`config.mk`:
```
export PLATFORM = sky130hd
export DESIGN_NAME = mme_entry_ctrl
export DESIGN_NICKNAME = d
export VERILOG_FILES = /design/src/hw/mme_pkg.sv /design/src/hw/mme_bit_timer.sv /design/src/hw/mme_entry_ctrl.sv
export SDC_FILE = /design/constraint.sdc
export NUM_CORES = 1
export LEC_CHECK = 0
export CAP_MARGIN = 5
export CORE_UTILIZATION = 45
export CTS_BUF_LIST = sky130_fd_sc_hd__clkbuf_4
export DETAILED_ROUTE_END_ITERATION = 8
export DONT_BUFFER_PORTS = 1
export HOLD_SLACK_MARGIN = 0.06
export PLACE_DENSITY = 0.66
export REMOVE_ABC_BUFFERS = 1
export SYNTH_ARGS = -nofsm -noshare
export SYNTH_HDL_FRONTEND = slang
export SYNTH_SLANG_ARGS = --single-unit
```
`constraint.sdc`:
```
create_clock -name MCLK -period 1.9 [get_ports MCLK]
set_input_delay 0.19 -clock MCLK [delete_from_list [all_inputs] [get_ports MCLK]]
set_output_delay 0.19 -clock MCLK [all_outputs]
set_load 0.02 [all_outputs]
```
`src/hw/mme_pkg.sv`:
```
`default_nettype none
package mme_pkg;
	// Monitor mode selection
	typedef enum logic [1:0] {
		MME_USER,
		MME_NORMAL,
		MME_FORCED_EXT,
		MME_FORCED_INT
	} mme_mode_type;
	// Serial shell states
	typedef enum logic [2:0] {
		MME_S_IDLE,
		MME_S_RX,
		MME_S_BRK_WAIT,
		MME_S_BRK_TX,
		MME_S_READY
	} mme_ser_type;
	// Bus clock and bit periods
	localparam int MME_BIT_EXT_CLKS = 256;
	localparam int MME_BIT_INT_CLKS = 335;
	localparam logic [8:0] MME_BIT_EXT_M1 = 9'(MME_BIT_EXT_CLKS - 1);
	localparam logic [8:0] MME_BIT_INT_M1 = 9'(MME_BIT_INT_CLKS - 1);
	// Frame sizes
	localparam logic [3:0] MME_FRAME_BITS = 4'hA;
	localparam logic [3:0] MME_BREAK_BITS = 4'hA;
	localparam logic [3:0] MME_SEC_BYTES = 4'h8;
	localparam logic [3:0] MME_BRK_GAP_BITS = 4'h2;
	// Vector page values
	localparam logic [7:0] MME_USER_VEC_PAGE = 8'hFF;
	localparam logic [7:0] MME_MON_VEC_PAGE = 8'hFE;
	localparam logic [7:0] MME_ERASED_BYTE = 8'hFF;
	// Reset values
	localparam logic [1:0] MME_MODE_RST = 2'h0;
endpackage
`default_nettype wire

```
`src/hw/mme_bit_timer.sv`:
```
`timescale 1ns/1ns
`default_nettype none
// Bit period tick generator for the monitor serial line
module mme_bit_timer (
	input wire logic clk, // Bus clock
	input wire logic rst, // Synchronous reset, restarts count
	input wire logic restart, // Restart at start of bit
	input wire logic use_int, // Internal oscillator period
	output logic half_tick, // Middle of a bit
	output logic bit_tick // End of a bit
);
	logic [8:0] cnt_q; // Cycle counter within a bit
	logic [8:0] cnt_d;
	wire logic [8:0] last_w = use_int ? mme_pkg::MME_BIT_INT_M1 : mme_pkg::MME_BIT_EXT_M1;
	wire logic at_end_w = (cnt_q == last_w);

	// Count wraps every bit period
	assign cnt_d = (restart || at_end_w) ? 9'h000 : cnt_q + 9'h001;
	assign bit_tick = at_end_w && !restart;
	assign half_tick = (cnt_q == {1'b0, last_w[8:1]}) && !restart;

	// Counter register
	always_ff @(posedge clk) begin
		if (rst) begin
			cnt_q <= 9'h000;
		end else begin
			cnt_q <= cnt_d;
		end
	end
endmodule // mme_bit_timer
`default_nettype wire

```
`src/hw/mme_entry_ctrl.sv`:
```
// What this block does
// - Monitor traffic uses only the serial pin
// - Serial pin only pulled low or released
// - Low interrupt pin, erased vector: internal trimmed oscillator
// - Internal-oscillator option blocked when vector programmed
// - Normal entry: high voltage, serial 1, selects 1/0
// - Forced entry clock chosen by interrupt pin level
// - Mode captured when internal reset is released (falling edge)
// - Select pins ignored after mode captured
// - Wait for eight security bytes first
// - Then send break of ten zero bits
// - Normal mode: reset, clock on alternate pins
// - Voltage removed: stay monitor, freeze pin config
// - Voltage removed: branch sampling needs pin enable
// - Watchdog off while high voltage stays present
// - Forced entry skips mode-select pin checks
// - Erased fetched vector triggers reset into forced
// - Forced mode always disables the watchdog
// - Forced, pin high: inputs except serial, clock
// - Forced, pin low: inputs except serial
// - Monitor mode: port bit two reads zero
// - Forced mode: branch instructions treat pin enabled
// - Non power-on resets return to forced monitor
// - Bit period 256 or 335 bus clocks
// - NRZ frames, equal rates both ways
// - Monitor vectors fetched from page below user
`timescale 1ns/1ns
`default_nettype none
module mme_entry_ctrl (
	input wire logic MCLK, // Bus clock
	input wire logic SYS_RST, // Synchronous reset, active high
	input wire logic POR_PULSE, // Power-on reset indication, same domain
	input wire logic INT_RESET, // Internal reset level, same domain
	input wire logic TEST_HIGH_VOLTAGE, // High voltage detect on interrupt pin
	input wire logic INT_PIN_LEVEL, // Interrupt pin logic level
	input wire logic MODE_SELECT_LOW_PIN, // Mode select 0 pin
	input wire logic MODE_SELECT_HIGH_PIN, // Mode select 1 pin
	input wire logic MONITOR_SERIAL_PIN_IN, // Serial pin level
	output logic MONITOR_SERIAL_PIN_OUT, // Serial pin output value, always low
	output logic MONITOR_SERIAL_PIN_OE_N, // Serial pin drive, low drives
	input wire logic RESET_VECTOR_ERASED, // Reset vector reads as blank
	input wire logic VEC_FETCH_VALID, // Reset vector byte fetch strobe
	input wire logic [7:0] VEC_FETCH_DATA, // Fetched vector byte
	input wire logic INT_PIN_FUNCTION_ENABLE, // Config enable for interrupt pin
	input wire logic CFG_ALT_RESET_EN, // Config reset function on alt pin
	input wire logic CFG_ALT_CLOCK_EN, // Config clock function on alt pin
	input wire logic SEC_BYTE_DONE, // Firmware finished one security byte
	input wire logic PORT_INT_BIT_RAW, // Raw port data bit two
	output logic MONITOR_ACTIVE, // Monitor mode latched
	output logic FORCED_MONITOR, // Forced monitor latched
	output logic USE_INTERNAL_OSC, // Internal oscillator selected
	output logic APPLY_OSC_TRIM, // Apply stored trim value
	output logic EXT_CLOCK_SELECT, // External clock input selected
	output logic WATCHDOG_DISABLE, // Watchdog timer held off
	output logic ALT_RESET_PIN_EN, // Reset function on alt reset pin
	output logic ALT_CLOCK_IN_PIN_EN, // Clock function on alt clock pin
	output logic PINS_FORCE_INPUT, // Other pins default to inputs
	output logic BRANCH_INT_ENABLE, // Branch instructions sample pin
	output logic PORT_INT_BIT_READ, // Port data bit two as read
	output logic [7:0] VECTOR_PAGE, // Page for reset, break, swi vectors
	output logic VECTOR_RESET_REQ, // Request internal reset for erased vector
	output logic MONITOR_READY // Break sent, ready for command
);
	// Pin inputs, two flip-flop synchronisers
	logic [1:0] hv_s_q; // High voltage detect
	logic [1:0] irq_s_q; // Interrupt pin level
	logic [1:0] ms0_s_q; // Mode select 0
	logic [1:0] ms1_s_q; // Mode select 1
	logic [1:0] ser_s_q; // Serial pin

	// Synchroniser chains
	always_ff @(posedge MCLK) begin
		if (SYS_RST) begin
			hv_s_q <= 2'h0;
			irq_s_q <= 2'h3;
			ms0_s_q <= 2'h0;
			ms1_s_q <= 2'h0;
			ser_s_q <= 2'h3;
		end else begin
			hv_s_q <= {hv_s_q[0], TEST_HIGH_VOLTAGE};
			irq_s_q <= {irq_s_q[0], INT_PIN_LEVEL};
			ms0_s_q <= {ms0_s_q[0], MODE_SELECT_LOW_PIN};
			ms1_s_q <= {ms1_s_q[0], MODE_SELECT_HIGH_PIN};
			ser_s_q <= {ser_s_q[0], MONITOR_SERIAL_PIN_IN};
		end
	end

	wire logic hv_w = hv_s_q[1]; // Synchronised high voltage
	wire logic irq_w = irq_s_q[1]; // Synchronised interrupt level
	wire logic ser_w = ser_s_q[1]; // Synchronised serial level

	// Mode decision combinational
	wire logic normal_ok_w = hv_w && ser_w && ms0_s_q[1] && !ms1_s_q[1];
	// Forced entry ignores mode selects; blank vector required
	wire logic forced_ok_w = !hv_w && RESET_VECTOR_ERASED;
	wire mme_pkg::mme_mode_type forced_sel_w = irq_w ? mme_pkg::MME_FORCED_EXT
		: mme_pkg::MME_FORCED_INT;
	wire mme_pkg::mme_mode_type pick_w = normal_ok_w ? mme_pkg::MME_NORMAL
		: (forced_ok_w ? forced_sel_w : mme_pkg::MME_USER);

	// Internal reset edge and sticky forced memory
	logic int_rst_q; // Previous internal reset level
	mme_pkg::mme_mode_type mode_q; // Latched mode
	mme_pkg::mme_mode_type mode_d;
	logic forced_mem_q; // Forced entry remembered across warm resets
	logic forced_mem_d;
	wire logic rise_w = int_rst_q && !INT_RESET; // Release of internal reset
	wire logic mode_fm_w = (mode_q == mme_pkg::MME_FORCED_EXT) ||
		(mode_q == mme_pkg::MME_FORCED_INT);
	// Warm reset keeps the earlier forced choice
	assign mode_d = POR_PULSE ? mme_pkg::mme_mode_type'(mme_pkg::MME_MODE_RST)
		: (rise_w ? ((forced_mem_q && mode_fm_w) ? mode_q : pick_w)
		: mode_q);
	assign forced_mem_d = POR_PULSE ? 1'b0
		: (forced_mem_q || (rise_w && (pick_w == mme_pkg::MME_FORCED_EXT
		|| pick_w == mme_pkg::MME_FORCED_INT)));

	// Mode latch
	always_ff @(posedge MCLK) begin
		if (SYS_RST) begin
			int_rst_q <= 1'b0; // Idle level, so no false release edge after reset
			mode_q <= mme_pkg::mme_mode_type'(mme_pkg::MME_MODE_RST);
			forced_mem_q <= 1'b0;
		end else begin
			int_rst_q <= INT_RESET;
			mode_q <= mode_d;
			forced_mem_q <= forced_mem_d;
		end
	end

	wire logic mon_w = (mode_q != mme_pkg::MME_USER); // Any monitor mode
	wire logic forced_w = mode_fm_w; // Forced monitor
	wire logic normal_w = (mode_q == mme_pkg::MME_NORMAL); // Normal monitor
	wire logic int_osc_w = (mode_q == mme_pkg::MME_FORCED_INT);

	// Erased vector watch in user mode
	logic vec_seen_q; // First erased byte of pair seen
	logic vec_req_q; // Reset request to reset logic
	wire logic vec_erased_w = VEC_FETCH_VALID && (VEC_FETCH_DATA == mme_pkg::MME_ERASED_BYTE);
	wire logic user_run_w = !mon_w && !INT_RESET && !hv_w;
	always_ff @(posedge MCLK) begin
		if (SYS_RST || INT_RESET) begin
			vec_seen_q <= 1'b0;
			vec_req_q <= 1'b0;
		end else if (user_run_w && VEC_FETCH_VALID) begin
			vec_seen_q <= vec_erased_w;
			vec_req_q <= vec_seen_q && vec_erased_w;
		end
	end

	// Pin config frozen when high voltage drops
	logic hv_prev_q; // Previous high voltage level
	logic frz_rst_q; // Frozen reset pin config
	logic frz_clk_q; // Frozen clock pin config
	logic hv_gone_q; // High voltage has dropped since entry
	always_ff @(posedge MCLK) begin
		if (SYS_RST || rise_w) begin
			hv_prev_q <= 1'b0;
			hv_gone_q <= 1'b0;
			frz_rst_q <= 1'b0;
			frz_clk_q <= 1'b0;
		end else begin
			hv_prev_q <= hv_w;
			if (hv_prev_q && !hv_w) begin
				hv_gone_q <= 1'b1;
				frz_rst_q <= CFG_ALT_RESET_EN;
				frz_clk_q <= CFG_ALT_CLOCK_EN;
			end
		end
	end

	wire logic hv_on_w = hv_w && !hv_gone_q; // High voltage still present
	wire logic alt_rst_w = normal_w ? (hv_on_w ? 1'b1 : frz_rst_q) : CFG_ALT_RESET_EN;
	wire logic alt_clk_w = normal_w ? (hv_on_w ? 1'b1 : frz_clk_q)
		: (mode_q == mme_pkg::MME_FORCED_EXT ? 1'b1 : CFG_ALT_CLOCK_EN);
	wire logic wdog_off_w = forced_w || (normal_w && hv_on_w);
	wire logic br_en_w = forced_w ? 1'b1 : INT_PIN_FUNCTION_ENABLE;
	wire logic port_bit_w = mon_w ? 1'b0 : PORT_INT_BIT_RAW;

	// Serial shell: count security bytes, then send break
	mme_pkg::mme_ser_type ser_q; // Serial state
	mme_pkg::mme_ser_type ser_d;
	logic [3:0] cnt_q; // Byte or bit counter
	logic [3:0] cnt_d;
	logic drive_low_q; // Pull serial line low
	logic drive_low_d;
	logic half_tick; // Timer middle of bit
	logic bit_tick; // Timer end of bit
	wire logic tmr_restart_w = (ser_q == mme_pkg::MME_S_IDLE);

	// Bit timing for break transmission
	mme_bit_timer u_bit_timer (
		.clk(MCLK),
		.rst(SYS_RST),
		.restart(tmr_restart_w),
		.use_int(int_osc_w),
		.half_tick(half_tick),
		.bit_tick(bit_tick)
	);

	// Next state of serial shell
	always_comb begin
		ser_d = ser_q;
		cnt_d = cnt_q;
		drive_low_d = 1'b0;
		case (ser_q)
			mme_pkg::MME_S_IDLE: begin
				cnt_d = 4'h0;
				if (mon_w && !INT_RESET) begin
					ser_d = mme_pkg::MME_S_RX;
				end
			end
			mme_pkg::MME_S_RX: begin
				if (SEC_BYTE_DONE) begin
					cnt_d = cnt_q + 4'h1;
					if (cnt_q == mme_pkg::MME_SEC_BYTES - 4'h1) begin
						ser_d = mme_pkg::MME_S_BRK_WAIT;
						cnt_d = 4'h0;
					end
				end
			end
			mme_pkg::MME_S_BRK_WAIT: begin
				if (bit_tick) begin
					cnt_d = cnt_q + 4'h1;
					if (cnt_q == mme_pkg::MME_BRK_GAP_BITS - 4'h1) begin
						ser_d = mme_pkg::MME_S_BRK_TX;
						cnt_d = 4'h0;
					end
				end
			end
			mme_pkg::MME_S_BRK_TX: begin
				drive_low_d = 1'b1;
				if (bit_tick) begin
					cnt_d = cnt_q + 4'h1;
					if (cnt_q == mme_pkg::MME_BREAK_BITS - 4'h1) begin
						ser_d = mme_pkg::MME_S_READY; // Last low cycle still driven
					end
				end
			end
			default: begin
				ser_d = mme_pkg::MME_S_READY;
			end
		endcase
		if (INT_RESET || !mon_w) begin
			ser_d = mme_pkg::MME_S_IDLE;
			drive_low_d = 1'b0;
		end
	end

	// Serial shell registers
	always_ff @(posedge MCLK) begin
		if (SYS_RST) begin
			ser_q <= mme_pkg::MME_S_IDLE;
			cnt_q <= 4'h0;
			drive_low_q <= 1'b0;
		end else begin
			ser_q <= ser_d;
			cnt_q <= cnt_d;
			drive_low_q <= drive_low_d;
		end
	end

	// Output registers
	always_ff @(posedge MCLK) begin
		if (SYS_RST) begin
			MONITOR_SERIAL_PIN_OE_N <= 1'b1;
			MONITOR_ACTIVE <= 1'b0;
			FORCED_MONITOR <= 1'b0;
			USE_INTERNAL_OSC <= 1'b0;
			APPLY_OSC_TRIM <= 1'b0;
			EXT_CLOCK_SELECT <= 1'b0;
			WATCHDOG_DISABLE <= 1'b0;
			ALT_RESET_PIN_EN <= 1'b0;
			ALT_CLOCK_IN_PIN_EN <= 1'b0;
			PINS_FORCE_INPUT <= 1'b0;
			BRANCH_INT_ENABLE <= 1'b0;
			PORT_INT_BIT_READ <= 1'b0;
			VECTOR_PAGE <= mme_pkg::MME_USER_VEC_PAGE;
			VECTOR_RESET_REQ <= 1'b0;
			MONITOR_READY <= 1'b0;
		end else begin
			MONITOR_SERIAL_PIN_OE_N <= !drive_low_d;
			MONITOR_ACTIVE <= mon_w;
			FORCED_MONITOR <= forced_w;
			USE_INTERNAL_OSC <= int_osc_w;
			APPLY_OSC_TRIM <= int_osc_w;
			EXT_CLOCK_SELECT <= !int_osc_w;
			WATCHDOG_DISABLE <= wdog_off_w;
			ALT_RESET_PIN_EN <= alt_rst_w;
			ALT_CLOCK_IN_PIN_EN <= alt_clk_w;
			PINS_FORCE_INPUT <= forced_w;
			BRANCH_INT_ENABLE <= br_en_w;
			PORT_INT_BIT_READ <= port_bit_w;
			VECTOR_PAGE <= mon_w ? mme_pkg::MME_MON_VEC_PAGE : mme_pkg::MME_USER_VEC_PAGE;
			VECTOR_RESET_REQ <= vec_req_q;
			MONITOR_READY <= (ser_q == mme_pkg::MME_S_READY) && mon_w;
		end
	end

	// Serial output value is constant low; only the enable moves
	always_ff @(posedge MCLK) begin
		MONITOR_SERIAL_PIN_OUT <= 1'b0;
	end

	// Assertions
	property p_hold_mode;
		@(posedge MCLK) disable iff (SYS_RST)
		(!rise_w && !POR_PULSE) |=> (mode_q == $past(mode_q));
	endproperty
	a_hold_mode: assert property (p_hold_mode) else $error("Mode changed without reset edge");

	property p_wdog_forced;
		@(posedge MCLK) disable iff (SYS_RST)
		forced_w |=> WATCHDOG_DISABLE;
	endproperty
	a_wdog_forced: assert property (p_wdog_forced) else $error("Watchdog on in forced mode");

	property p_port_zero;
		@(posedge MCLK) disable iff (SYS_RST)
		mon_w |=> !PORT_INT_BIT_READ;
	endproperty
	a_port_zero: assert property (p_port_zero) else $error("Port bit two nonzero in monitor");

	property p_branch_forced;
		@(posedge MCLK) disable iff (SYS_RST)
		forced_w |=> BRANCH_INT_ENABLE;
	endproperty
	a_branch_forced: assert property (p_branch_forced) else $error("Branch pin not enabled");

	property p_no_int_osc_prog;
		@(posedge MCLK) disable iff (SYS_RST)
		(rise_w && !RESET_VECTOR_ERASED && !forced_mem_q) |=> (mode_q != mme_pkg::MME_FORCED_INT);
	endproperty
	a_no_int_osc_prog: assert property (p_no_int_osc_prog) else $error("Internal osc with programmed vector");

	property p_break_after_sec;
		@(posedge MCLK) disable iff (SYS_RST)
		(ser_q == mme_pkg::MME_S_RX) |-> MONITOR_SERIAL_PIN_OE_N;
	endproperty
	a_break_after_sec: assert property (p_break_after_sec) else $error("Serial driven before security");

	property p_vec_page;
		@(posedge MCLK) disable iff (SYS_RST)
		mon_w |=> (VECTOR_PAGE == mme_pkg::MME_MON_VEC_PAGE);
	endproperty
	a_vec_page: assert property (p_vec_page) else $error("Wrong vector page in monitor");

	property p_warm_forced;
		@(posedge MCLK) disable iff (SYS_RST)
		(rise_w && !POR_PULSE && forced_mem_q && mode_fm_w) |=> mode_fm_w;
	endproperty
	a_warm_forced: assert property (p_warm_forced) else $error("Warm reset left forced mode");
endmodule // mme_entry_ctrl
`default_nettype wire

```
==> impl_metrics.env <==
export IMPL_root_buffer="clkbuf_4"
export IMPL_grt_first_pass_wirelength_mm=6.46
export IMPL_slowest_delay_ns=0.54
export IMPL_final_cell_area_um2=2300
export IMPL_outcome="completed"
export IMPL_dpl_hpwl_mm=2.49
export IMPL_crit_buf_inv=0
export IMPL_cp_cell_sequence="or4b_4 -> nor3_4 -> o21a_4 -> o21ai_2 -> a2111oi_2"
export IMPL_rsz0062_at_grt="yes"
export IMPL_yosysUniqueCellTypes=46
export IMPL_synth_avg_cell_area_um2=9.36
export IMPL_setup_slack_ns=0.146
export IMPL_fin_crit_sh=0.923
export IMPL_maxCapViolCount=0
export IMPL_area_growth_syn_to_layout_pct=12.7
export IMPL_place_worst_setup_slack_ns=0.161
export IMPL_antenna_found_initial=0
export IMPL_synth_flop_cell="dfxtp_1"
export IMPL_post_cts_buffers=0
export IMPL_cts_tree="yes"
export IMPL_wl_mm=3.57
export IMPL_diodes=0
export IMPL_io_buffer_count=0
export IMPL_ant_nets=0
export IMPL_clk_latency_ns=0.37
export IMPL_hold_violations=0
export IMPL_grt_usage=0.166
export IMPL_vias=1507
export IMPL_fin_setup_tns_ns=0
export IMPL_start_util=0.468
export IMPL_seq_area_frac_synth=0.481
export IMPL_crit_path_start_kind="flip-flop"
export IMPL_hold_path_class="in2reg"
export IMPL_cts_buffer_depth=2
export IMPL_powerDensity_nw_per_um2=829
export IMPL_grt_overflow=0
export IMPL_tightest_slew_ns=1.13
export IMPL_report_final_setup_viol=0
export IMPL_ios=47
export IMPL_cts_buffers=5
export IMPL_placed_cell_area_um2=2060
export IMPL_grt_pass1_vias=1507
export IMPL_coreArea_um2=4350
export IMPL_crit_slowest_cell="or4b_4"
export IMPL_holdWs_ns=0.0718
export IMPL_synth_area_um2=2040
export IMPL_relSlewSlack=0.247
export IMPL_critPathArrivalTime_ns=2.03
export IMPL_synth_edff_count=0
export IMPL_clkTransAtPathRegs_ns=0.15
export IMPL_firstDrtPassIters=4
export IMPL_synth_area_leaders="dfxtp_1 48%, buf_4 3.7%, nor2_1 3.5%"
export IMPL_ir_worst_vdd_mv=0.525
export IMPL_dieArea_um2=4810
export IMPL_drt_iter0_markers=75
export IMPL_die_y_um=69.3
export IMPL_setup_worst_path_end_class="flip-flop"
export IMPL_crit_path_max_fanout=4
export IMPL_layout_commonest_cell="dfxtp_1"
export IMPL_fin_skew_ns=0.0146
export IMPL_power_leakage_nw=0.845
export IMPL_crit_family="simple AND/OR/NAND/NOR gates"
export IMPL_grt_max_degree=33
export IMPL_nets=259
export IMPL_crit_type="reg2reg"
export IMPL_syn_inst=218
export IMPL_post_synth_top_area_fraction=0.481
export IMPL_post_drt_wl_per_cell_um=12.5
export IMPL_ys_ff_latch=49
export IMPL_place_congestion=0.832
export IMPL_power_mw=1.91
export IMPL_yosys_area_top_type="dfxtp_1"
export IMPL_synth_warnings=0
export IMPL_required_ns=2.18
export IMPL_vias_per_cell=5.29
export IMPL_drive_gt1_frac=0.137
export IMPL_route_detailed_drc=0
export IMPL_rows=24
export IMPL_dieWidth_um=69.3
export IMPL_clock_sinks=49
export IMPL_htree_levels=2
export IMPL_most_common_layout_cells="47 x dfxtp_1, 19 x nor2_1, 13 x nor3_1, 12 x dlygate4sd3_1, 11 x nor2b_1"
export IMPL_max_freq_mhz=570
export IMPL_fin_crit_ns=1.75
export IMPL_synth_async_reset_ratio=0
export IMPL_slew_violations=0
==> sequential cells by signal (all words and copies together) (netlist names), 2 cells and up <==
register	flops
ser_s_q	2
u_bit_timer.cnt_q	9
hv_s_q	2
irq_s_q	2
ms0_s_q	2
ser_q	3
cnt_q	4
mode_q	2
ms1_s_q	2
==> worst paths after layout <==
check / start / slack (ns) / end / cells past startpoint
worst max-delay path: u_bit_timer.cnt_q[7]$_SDFF_PP0_ / 0.15 / ser_q[0]$_SDFFE_PP0P_ / 5
worst max register to register: u_bit_timer.cnt_q[7]$_SDFF_PP0_ / 0.15 / ser_q[0]$_SDFFE_PP0P_ / 5
worst min-delay path: INT_RESET / 0.07 / hv_prev_q$_SDFF_PP0_ / 2
worst min register to register: ser_s_q[0]$_SDFF_PP1_ / 0.43 / ser_s_q[1]$_SDFF_PP1_ / 1
==> metrics by stage <==
stage | std cells | util
finish | 285 | 0.528
CTS | 285 | 0.527
detailed placement | 264 | 0.472
global placement | 264 | 0.472
floorplan | 208 | -
global route | 285 | 0.528
==> routing by layer <==
layer	vias up	track usage	wire length [µm]
met5	-	0	0
li1	767	-	-
met1	685	0.201	1680
met2	47	0.270	1640
met4	0	0.0748	57
met3	8	0.0509	180
==> worst register-to-register path: stages (launching register included) <==
cell and delay [ns]:
dfxtp_2 0.36, or4b_4 0.54, nor3_4 0.18, o21a_4 0.19
o21ai_2 0.06, a2111oi_2 0.34
==> logic make-up after synthesis <==
group | count (synthesis) | share of synthesized area
other | 2 | 0.00368
muxes | 3 | 0.0147
DFF | 49 | 0.481
buffers and inverters | 26 | 0.0675
AOI/OAI and AO/OA | 37 | 0.128
and+or+nand+nor | 90 | 0.253
xor gates and xnor gates | 8 | 0.0344
adders and majority gates | 3 | 0.0184
==> area by class of cell <==
type	count	area [µm²]
Multi-Input combinational cell	149	943
Sequential cell	49	983
Clock buffer	5	37.5
Inverter	10	37.5
Tap cell	52	65.1
Clock inverter	3	68.8
Timing Repair Buffer	17	163
Fill cell	401	2060
==> cell usage after synthesis (2+ instances only) <==
cell type  instances
nor3_1            13
nand4_1            5
nor2_1            19
nand2b_1           2
inv_1             10
mux2i_1            3
ha_1               3
o31ai_1            2
a31oi_1            4
o21a_1             2
a21oi_1            7
o211ai_1           3
conb_1             2
buf_2              2
nor2b_1           11
nand2_1            9
clkbuf_1           4
o21ai_0            9
or2_2              8
dfxtp_1           49
and3_1             4
buf_4             10
o2111ai_1          2
xor2_1             7
nand3_1            7
==> power by group <==
group	switching [mW]	internal (mW)	total, mW
Sequential	0.0169	1.05	1.07
Combinational	0.0504	0.0385	0.0889
Clock	0.337	0.414	0.751
==> repair_timing <==
action                                  CTS  global route
endpoints found under the setup margin    0             3
gates resized for setup                   0             3
hold endpoints to repair                 36             0
hold buffers                             13             0
Note: power is estimated with default switching activity, not from simulation.
